--- config.mk ---
export PLATFORM = sky130hd
export DESIGN_NAME = external_temp_input_regs
export DESIGN_NICKNAME = d
export VERILOG_FILES = /design/src/ext_temp_pkg.sv /design/src/wb_classic_slave.sv /design/src/buffered_reg.sv /design/src/external_temp_input_regs.sv
export SDC_FILE = /design/constraint.sdc
export NUM_CORES = 1
export LEC_CHECK = 0
export BUFFER_PORTS_ARGS = -buffer_cell sky130_fd_sc_hd__buf_4
export CORE_UTILIZATION = 52
export CTS_BUF_LIST = sky130_fd_sc_hd__clkbuf_8
export CTS_CLUSTER_SIZE = 24
export DETAILED_ROUTE_END_ITERATION = 8
export GPL_ROUTABILITY_DRIVEN = 0
export HOLD_SLACK_MARGIN = 0.06
export PLACE_DENSITY = 0.82
export SLEW_MARGIN = 20
export SYNTH_ARGS = -nofsm -noshare
export SYNTH_HDL_FRONTEND = slang
export SYNTH_HIERARCHICAL = 1
export SYNTH_SLANG_ARGS = --single-unit
--- constraint.sdc ---
create_clock -name clk -period 2 [get_ports clk]
set_input_delay 0.4 -clock clk [delete_from_list [all_inputs] [get_ports clk]]
set_output_delay 0.4 -clock clk [all_outputs]
set_load 0.02 [all_outputs]
--- src/ext_temp_pkg.sv ---
package ext_temp_pkg;

	// ==========================================================
	// Bus geometry
	localparam int          ADR_W          = 16;
	localparam int          DAT_W          = 32;
	localparam int          SEL_W          = 4;
	localparam int          BYTE_W         = 8;
	localparam int          TEMP_W         = 16;

	// ==========================================================
	// Register indices; byte address is four times the index
	localparam logic [15:0] IDX_TEMP_LOW   = 16'h2900;
	localparam logic [15:0] IDX_TEMP_HIGH  = 16'h2901;
	localparam logic [15:0] IDX_SRC_SEL    = 16'h2902;
	localparam logic [15:0] IDX_TEMP_STAT  = 16'h2910;

	// ==========================================================
	// Reset values
	localparam logic [7:0]  RST_TEMP_BYTE  = 8'h00;
	localparam logic [7:0]  RST_SRC_SEL    = 8'h00;

	// ==========================================================
	// Field positions
	localparam int          SEL_CH2_BIT    = 2;
	localparam int          FRAC_MSB       = 6;
	localparam int          INT_LSB        = 7;
	localparam int          INT_MSB        = 14;
	localparam int          FRAC_W         = FRAC_MSB + 1;
	localparam int          INT_W          = INT_MSB - INT_LSB + 1;
	localparam int          STAT_PEND_BIT  = 16;
	localparam int          LANE0          = 0;

	// ==========================================================
	// Bus slave states, Gray ordered
	typedef enum logic {
		BUS_IDLE = 1'b0,
		BUS_ACK  = 1'b1
	} bus_state_e;

	// ==========================================================
	// One bus request as seen by the register bank
	typedef struct packed {
		logic [ADR_W-1:0] adr;
		logic             we;
		logic [SEL_W-1:0] sel;
		logic [DAT_W-1:0] dat;
	} bus_req_s;

	// Active temperature split into its fixed-point parts
	typedef struct packed {
		logic signed [INT_W-1:0] whole;
		logic [FRAC_W-1:0]       frac;
	} temp_fix_s;

	// ==========================================================
	function automatic logic hits_reg(input logic [ADR_W-1:0] adr, input logic [15:0] idx);
		logic [ADR_W-1:0] byte_adr;
		byte_adr = {idx[ADR_W-3:0], 2'b00};
		return adr == byte_adr;
	endfunction : hits_reg

endpackage : ext_temp_pkg

--- src/wb_classic_slave.sv ---
`timescale 1ns/10ps
module wb_classic_slave
	import ext_temp_pkg::*;
(
	input  wire logic             clk,
	input  wire logic             resetn,
	input  wire logic             ce,
	input  wire logic             wb_cyc_i,
	input  wire logic             wb_stb_i,
	input  wire logic             wb_we_i,
	input  wire logic [ADR_W-1:0] wb_adr_i,
	input  wire logic [SEL_W-1:0] wb_sel_i,
	input  wire logic [DAT_W-1:0] wb_dat_i,
	output logic      [DAT_W-1:0] wb_dat_o,
	output logic                  wb_ack_o,
	output bus_req_s              req_o,
	output logic                  wr_commit_o,
	input  wire logic [DAT_W-1:0] rdata_i
);

	bus_state_e       state_reg;
	bus_state_e       state_next;
	logic [DAT_W-1:0] dat_reg;
	logic [DAT_W-1:0] dat_next;
	logic             take;

	// ==========================================================
	// Request capture: read data sampled on take, write on ack edge
	always_comb begin
		take        = ce && wb_cyc_i && wb_stb_i && (state_reg == BUS_IDLE);
		state_next  = state_reg;
		dat_next    = dat_reg;
		wr_commit_o = 1'b0;
		case (state_reg)
			BUS_IDLE: begin
				if (take) begin
					state_next = BUS_ACK;
					dat_next   = wb_we_i ? dat_reg : rdata_i;
				end
			end
			BUS_ACK: begin
				if (ce) begin
					state_next  = BUS_IDLE;
					wr_commit_o = wb_cyc_i && wb_stb_i && wb_we_i;
				end
			end
			default: state_next = BUS_IDLE;
		endcase
	end

	always_ff @(posedge clk or negedge resetn) begin
		if (!resetn) begin
			state_reg <= BUS_IDLE;
			dat_reg   <= '0;
		end else begin
			state_reg <= state_next;
			dat_reg   <= dat_next;
		end
	end

	assign req_o    = '{adr: wb_adr_i, we: wb_we_i, sel: wb_sel_i, dat: wb_dat_i};
	assign wb_ack_o = (state_reg == BUS_ACK);
	assign wb_dat_o = dat_reg;

endmodule : wb_classic_slave

--- src/buffered_reg.sv ---
`timescale 1ns/10ps
module buffered_reg
	import ext_temp_pkg::*;
#(
	parameter int         W   = BYTE_W,
	parameter logic [W-1:0] RST = '0
)(
	input  wire logic         clk,
	input  wire logic         resetn,
	input  wire logic         ce,
	input  wire logic         wr_i,
	input  wire logic [W-1:0] wr_data_i,
	input  wire logic         update_i,
	output logic      [W-1:0] shadow_o,
	output logic      [W-1:0] active_o
);

	logic [W-1:0] shadow_reg;
	logic [W-1:0] shadow_next;
	logic [W-1:0] active_reg;
	logic [W-1:0] active_next;

	// ==========================================================
	// Writes land in the shadow; update moves the old shadow out
	always_comb begin
		shadow_next = shadow_reg;
		active_next = active_reg;
		if (ce && wr_i) begin
			shadow_next = wr_data_i;
		end
		if (ce && update_i) begin
			active_next = shadow_reg;
		end
	end

	always_ff @(posedge clk or negedge resetn) begin
		if (!resetn) begin
			shadow_reg <= RST;
			active_reg <= RST;
		end else begin
			shadow_reg <= shadow_next;
			active_reg <= active_next;
		end
	end

	assign shadow_o = shadow_reg;
	assign active_o = active_reg;

endmodule : buffered_reg

--- src/external_temp_input_regs.sv ---
// What this block does
// - Software writes a signed 16-bit remote sensor temperature for compensation.
// - Bits 6..0 are the fraction, bits 14..7 the integer degrees Celsius.
// - Low byte register holds bits 7..0, high byte register bits 15..8.
// - Written bytes wait in a shadow until an I/O update; the io_update input pulse applies them.
// - Source register bit 2 picks the temperature for channel two offset compensation.
// - Bit 2 low uses the internal sensor, high uses the written field.
// - Both temperature bytes and the select bit reset to zero.
`timescale 1ns/10ps
module external_temp_input_regs
	import ext_temp_pkg::*;
#(
	parameter int AW = ADR_W
)(
	input  wire logic                     clk,
	input  wire logic                     resetn,
	input  wire logic                     ce,
	input  wire logic                     io_update,
	input  wire logic signed [TEMP_W-1:0] internal_temp_i,
	input  wire logic                     wb_cyc_i,
	input  wire logic                     wb_stb_i,
	input  wire logic                     wb_we_i,
	input  wire logic        [AW-1:0]     wb_adr_i,
	input  wire logic        [SEL_W-1:0]  wb_sel_i,
	input  wire logic        [DAT_W-1:0]  wb_dat_i,
	output logic             [DAT_W-1:0]  wb_dat_o,
	output logic                          wb_ack_o,
	output logic signed      [TEMP_W-1:0] ext_temp_o,
	output temp_fix_s                     ext_temp_fix_o,
	output logic signed      [TEMP_W-1:0] second_digital_pll_channel_temp_o,
	output logic                          second_digital_pll_channel_uses_ext_o,
	output logic                          update_pending_o
);

	// ==========================================================
	// Bus slave
	bus_req_s         req;
	logic             wr_commit;
	logic [DAT_W-1:0] rdata;

	wb_classic_slave u_bus (
		.clk         (clk),
		.resetn      (resetn),
		.ce          (ce),
		.wb_cyc_i    (wb_cyc_i),
		.wb_stb_i    (wb_stb_i),
		.wb_we_i     (wb_we_i),
		.wb_adr_i    (wb_adr_i),
		.wb_sel_i    (wb_sel_i),
		.wb_dat_i    (wb_dat_i),
		.wb_dat_o    (wb_dat_o),
		.wb_ack_o    (wb_ack_o),
		.req_o       (req),
		.wr_commit_o (wr_commit),
		.rdata_i     (rdata)
	);

	// ==========================================================
	// Write decode, lane 0 carries every byte-wide register
	logic wr_lane0;
	logic wr_low;
	logic wr_high;
	logic wr_src;

	assign wr_lane0 = wr_commit && req.sel[LANE0];
	assign wr_low   = wr_lane0 && hits_reg(req.adr, IDX_TEMP_LOW);
	assign wr_high  = wr_lane0 && hits_reg(req.adr, IDX_TEMP_HIGH);
	assign wr_src   = wr_lane0 && hits_reg(req.adr, IDX_SRC_SEL);

	// ==========================================================
	// Buffered temperature bytes
	logic [BYTE_W-1:0] low_shadow;
	logic [BYTE_W-1:0] low_active;
	logic [BYTE_W-1:0] high_shadow;
	logic [BYTE_W-1:0] high_active;

	buffered_reg #(.W(BYTE_W), .RST(RST_TEMP_BYTE)) u_low (
		.clk       (clk),
		.resetn    (resetn),
		.ce        (ce),
		.wr_i      (wr_low),
		.wr_data_i (req.dat[BYTE_W-1:0]),
		.update_i  (io_update),
		.shadow_o  (low_shadow),
		.active_o  (low_active)
	);

	buffered_reg #(.W(BYTE_W), .RST(RST_TEMP_BYTE)) u_high (
		.clk       (clk),
		.resetn    (resetn),
		.ce        (ce),
		.wr_i      (wr_high),
		.wr_data_i (req.dat[BYTE_W-1:0]),
		.update_i  (io_update),
		.shadow_o  (high_shadow),
		.active_o  (high_active)
	);

	logic signed [TEMP_W-1:0] ext_shadow;
	logic signed [TEMP_W-1:0] ext_active;

	assign ext_shadow = {high_shadow, low_shadow};
	assign ext_active = {high_active, low_active};

	// ==========================================================
	// Source select, pending flag and compensation output
	logic [BYTE_W-1:0]        src_reg;
	logic [BYTE_W-1:0]        src_next;
	logic                     pend_reg;
	logic                     pend_next;
	logic signed [TEMP_W-1:0] comp_reg;
	logic signed [TEMP_W-1:0] comp_next;

	always_comb begin
		src_next  = src_reg;
		pend_next = pend_reg;
		comp_next = comp_reg;
		if (ce) begin
			if (wr_src) begin
				src_next              = RST_SRC_SEL;
				src_next[SEL_CH2_BIT] = req.dat[SEL_CH2_BIT];
			end
			// A write in the update cycle keeps the flag set
			if (io_update) begin
				pend_next = 1'b0;
			end
			if (wr_low || wr_high) begin
				pend_next = 1'b1;
			end
			comp_next = src_reg[SEL_CH2_BIT] ? ext_active : internal_temp_i;
		end
	end

	always_ff @(posedge clk or negedge resetn) begin
		if (!resetn) begin
			src_reg  <= RST_SRC_SEL;
			pend_reg <= 1'b0;
			comp_reg <= '0;
		end else begin
			src_reg  <= src_next;
			pend_reg <= pend_next;
			comp_reg <= comp_next;
		end
	end

	// ==========================================================
	// Read mux; unmapped addresses read zero
	always_comb begin
		rdata = '0;
		if (hits_reg(req.adr, IDX_TEMP_LOW)) begin
			rdata[BYTE_W-1:0] = low_shadow;
		end else if (hits_reg(req.adr, IDX_TEMP_HIGH)) begin
			rdata[BYTE_W-1:0] = high_shadow;
		end else if (hits_reg(req.adr, IDX_SRC_SEL)) begin
			rdata[BYTE_W-1:0] = src_reg;
		end else if (hits_reg(req.adr, IDX_TEMP_STAT)) begin
			rdata[TEMP_W-1:0]    = ext_active;
			rdata[STAT_PEND_BIT] = pend_reg;
		end
	end

	// ==========================================================
	// Outputs
	assign ext_temp_o                            = ext_active;
	assign ext_temp_fix_o.whole                  = ext_active[INT_MSB:INT_LSB];
	assign ext_temp_fix_o.frac                   = ext_active[FRAC_MSB:0];
	assign second_digital_pll_channel_temp_o     = comp_reg;
	assign second_digital_pll_channel_uses_ext_o = src_reg[SEL_CH2_BIT];
	assign update_pending_o                      = pend_reg;
endmodule : external_temp_input_regs

Word level (Yosys, flattened, before mapping). Index checks and enable logic that the tools add are counted. W data, S select, Z words.

Register bits after elaboration: 68. Bits of input ports: 75. Output and inout port bits: 82. Logic and storage cells: 47.

Eq/ne operators: 4. Mux-type cells: 15. Bitwise gates (word level): 2. Reduce and logical (&&, ||, !) cells: 17.

Operator list (count): $eq A16 B16 Y1 const B (4); $mux W9 (3); $mux W8 (3); $mux W17 (1); $mux W16 (1); $logic_and A1 B1 Y1 (12); $mux W1 (6); $reduce_and A2 Y1 (2); $reduce_and A3 Y1 (1); $not A1 Y1 (2); $pmux W1 S2 (1); $reduce_bool A2 Y1 (1); $logic_or A1 B1 Y1 (1).

Logic depth before layout (Yosys ltp).
Depth in word-level cells: 9. Mapped depth: 8. Gate-level depth less buffers: 6.

By module. The synthesis kept the hierarchy.

By module, submodules not included: wb_classic_slave (instances 1, cells an instance 127, area each 1801.7 um^2); external_temp_input_regs (instances 1, cells an instance 153, area each 1343.8 um^2); buffered_reg (instances 2, cells an instance 34, area each 593.1 um^2).

Worst setup path before layout. No wires, ideal clock.

Kind: input -> register. Start point: in wb_adr_i[12]. End point: reg u_low.shadow_reg[0] (netlist: u_low/shadow_o[0]). Setup time: 0.125 ns. Arrival: 1.928 ns. Slack: -0.053 ns. Cell stages on the path: 8. Buffers on the path: 2. Path through: buf_4 nor3b_1 nand4_4 or2_1 buf_6 nor3b_2 nand2_2 mux2_2.

Word-level cells in the longest chain between the ends: 3.

RTL lines: from (decl) (line external_temp_input_regs.sv:23) `input wire logic [AW-1:0] wb_adr_i,`; $eq A16 B16 Y1 (line ext_temp_pkg.sv:60) `return adr == byte_adr;`; $logic_and A1 B1 Y1 (line external_temp_input_regs.sv:66) `assign wr_low = wr_lane0 && hits_reg(req.adr, IDX_TEMP_LOW);`; named net wr_low (line external_temp_input_regs.sv:61) `logic wr_low;`; $logic_and A1 B1 Y1 (line buffered_reg.sv:28) `if (ce && wr_i) begin`; to (signal assigned) (line buffered_reg.sv:41) `shadow_reg <= shadow_next;`; to (decl) (line buffered_reg.sv:18) `logic [W-1:0] shadow_reg;`.

The timed path passes the listed nets, and every way through them passes these cells. A chain may end at the register's enable or synchronous reset.

Final worst setup path.
Start point: in wb_adr_i[1]. End point: reg u_low.shadow_reg[0] (netlist: u_low/shadow_o[0]).

Same word-level chain as after synthesis.

==> results.tsv <==
stage	metric	value	unit
critical_path	r2r_end	u_high/shadow_o[6]$_DFFE_PN0P_	
power	pwr-share-clk	0.358	
detailed_routing	drtPass1Iterations	4	
critical_path	regToRegSetupSlack	0.34	ns
clock_network	cts_tree	built	
critical_path	cp.required	2.24	ns
flow_run	maxCapViolCount	0	
final_layout	diodes	0	
worst_hold_path	hold_end	u_high/shadow_o[0]$_DFFE_PN0P_	
place	portBuffers	129	
die	fp.dieW	91.0	µm
detailed_routing	drt_wl_total	8510	µm
final_layout	drive_gt1_frac	0.531	
timing	rsz0062_at_grt	no	
clock_network	h-tree-depth	3	
final_layout	fin_area	5180	µm²
power	combPwrFrac	0.162	
timing	setup_viol	0	
place	dpl_cell_area	4930	µm²
timing	hold_violations	0	
final_layout	seqCellArea	2080	µm²
clock_network	cts.sink_count	83	
die	core	7690	µm²
critical_path	cp-start-kind	primary input	
power	power	3.84	mW
die	initial_core_util	0.536	
timing	period_minus_slack	1.73	ns
worst_hold_path	hold_path_class	primary input to register	
power	p_int	2.87	mW
clock_network	clk_pin_slew	0.08	ns
final_layout	syn_to_final_growth	25.6	%
clock_network	cts-root-buf	clkbuf_8	
detailed_routing	drc	0	
timing	report.final.slew_viol_count	0	
logic_synthesis	syn_inst	320	
logic_synthesis	yosysWarningCount	6	
power	p_seq_frac	0.479	
worst_hold_path	hp-start	wb_dat_i[0]	
final_layout	multiInputGateArea	1690	µm²
final_layout	final_core_util	0.674	
timing	hold_slack	0.293	ns
grt	grt_usage	0.218	
grt	antenna_found_initial	0	
timing	maxClockFrequency	0.578	GHz
power	p_per_area	741	nW/µm²
detailed_routing	avgViaCountPerCell	5.06	
power	leakagePower	2.67	nW
logic_synthesis	synth_area	4120	µm²
grt	grt_pass1_vias	2744	
critical_path	end_kind	register	
grt	grt_pass1_wl	13900	µm
clock_network	cts-resized-gates	0	
power	power.switching	0.965	mW
detailed_routing	drt_iter0_markers	87	
detailed_routing	avgRoutedWirePerCell	15.8	µm
die	die_y	91.0	µm
worst_hold_path	min_path_cells	2	
clock_network	clockBufferDepth	2	
timing	fin_crit_sh	0.865	
critical_path	critPathMaxFanout	8	
critical_path	ff2ff_path_depth	6	
power	ir_drop	0.000333	V
detailed_routing	num_vias	2716	
die	rows	32	
clock_network	clock_latency	0.36	ns
outcome	status	finished clean	
detailed_routing	detail-route-antenna-nets	0	
critical_path	worstSetupPathType	primary input to register	
place	hpwl	6210	µm
logic_synthesis	synth_area_per_cell	12.9	µm²
critical_path	r2r-start	u_bus/wb_ack_o$_DFF_PN0_	
timing	tightest_slew	0.545	ns
die	num_io_pins	157	
die	die_area	8290	µm²
final_layout	largest_register_ffs	32	
clock_network	cts_inserted_buffers	9	
grt	grt-ovfl-total	0	
power	p_sw_frac	0.252	
grt	grt_max_degree	43	
timing	slew_headroom	0.637	
critical_path	arrival	1.97	ns
final_layout	nFillCells	585	
final_layout	final_nets	505	
timing	skew	0.0127	ns
## worst max-delay path, cell delays in order
cell and delay (ns):
buf_4 0.12, nor4_4 0.33, nand4_4 0.13, or2_1 0.25, nor3b_2 0.21, nand2_2 0.20, mux2_2 0.34
## worst max path at each step
stage,start,endpoint,slack [ns],depth (start not counted)
after floorplan,wb_adr_i[1],u_low/shadow_o[0]$_DFFE_PN0P_,-0.04,8
after detailed placement,wb_adr_i[1],u_low/shadow_o[7]$_DFFE_PN0P_,-0.09,7
final,wb_adr_i[1],u_low/shadow_o[0]$_DFFE_PN0P_,0.27,7
after global placement,wb_adr_i[1],u_low/shadow_o[1]$_DFFE_PN0P_,-0.04,7
after CTS,wb_adr_i[1],u_low/shadow_o[7]$_DFFE_PN0P_,0.27,7
after global routing,wb_adr_i[1],u_low/shadow_o[7]$_DFFE_PN0P_,0.18,7
## layout by cell type, fill, tap and decap left out, drive strengths merged
cell type,count
nand4,1
or2,1
nor4,1
and4bb,2
mux2,65
or3,1
dfrtp,83
nand3,3
nor2,34
nor4b,1
dlygate4sd3,1
and3b,1
nor2b,2
mux2i,25
nand2b,1
buf,137
o2bb2ai,1
clkinvlp,2
inv,1
nor3b,2
clkbuf,11
a21oi,24
o21ai,1
bufinv,2
nand2,8
and2,9
conb,15
## timing repair
action / 4_1_cts / 5_1_grt
setup buffers: 0 / 0
endpoints found under the setup margin: 0 / 0
hold buffers: 1 / 0
endpoints found under the hold margin: 41 / 0
## power groups by stage
| stage | registers, mW | logic, mW | clock network (mW) |
|---|---|---|---|
| 2_1_floorplan | 1.99 | 0.232 | 0 |
| 3_3_place_gp | 1.87 | 0.615 | 0 |
| 3_5_place_dp | 1.87 | 0.627 | 0 |
| 4_1_cts | 1.84 | 0.630 | 1.41 |
| 5_1_grt | 1.85 | 0.664 | 1.46 |
| 6_report | 1.84 | 0.623 | 1.37 |
## layer usage
layer | vias up | wire length [µm] | track usage
li1 | 1277 | - | -
met1 | 1343 | 3660 | 0.279
met2 | 82 | 4260 | 0.366
met3 | 14 | 398 | 0.0318
met4 | 0 | 186 | 0.101
met5 | - | 0 | 0
## cell type report
type	instances	area share
clock buffer	11	0.0292
sequential	83	0.401
multi-input combinational	198	0.326
tap	102	0.0246
clock inverter	5	0.0162
timing repair buffer	138	0.203
## per-stage QoR
step | instances | TNS (ns) | setup WS (ns)
floorplan | 334 | -0.329 | -0.0411
global placement | 520 | -0.583 | -0.0426
detailed placement | 520 | -1.26 | -0.0901
CTS | 537 | 0 | 0.273
global route | 537 | 0 | 0.183
finish | 537 | 0 | 0.270
Power figures use the tool's default switching activity.
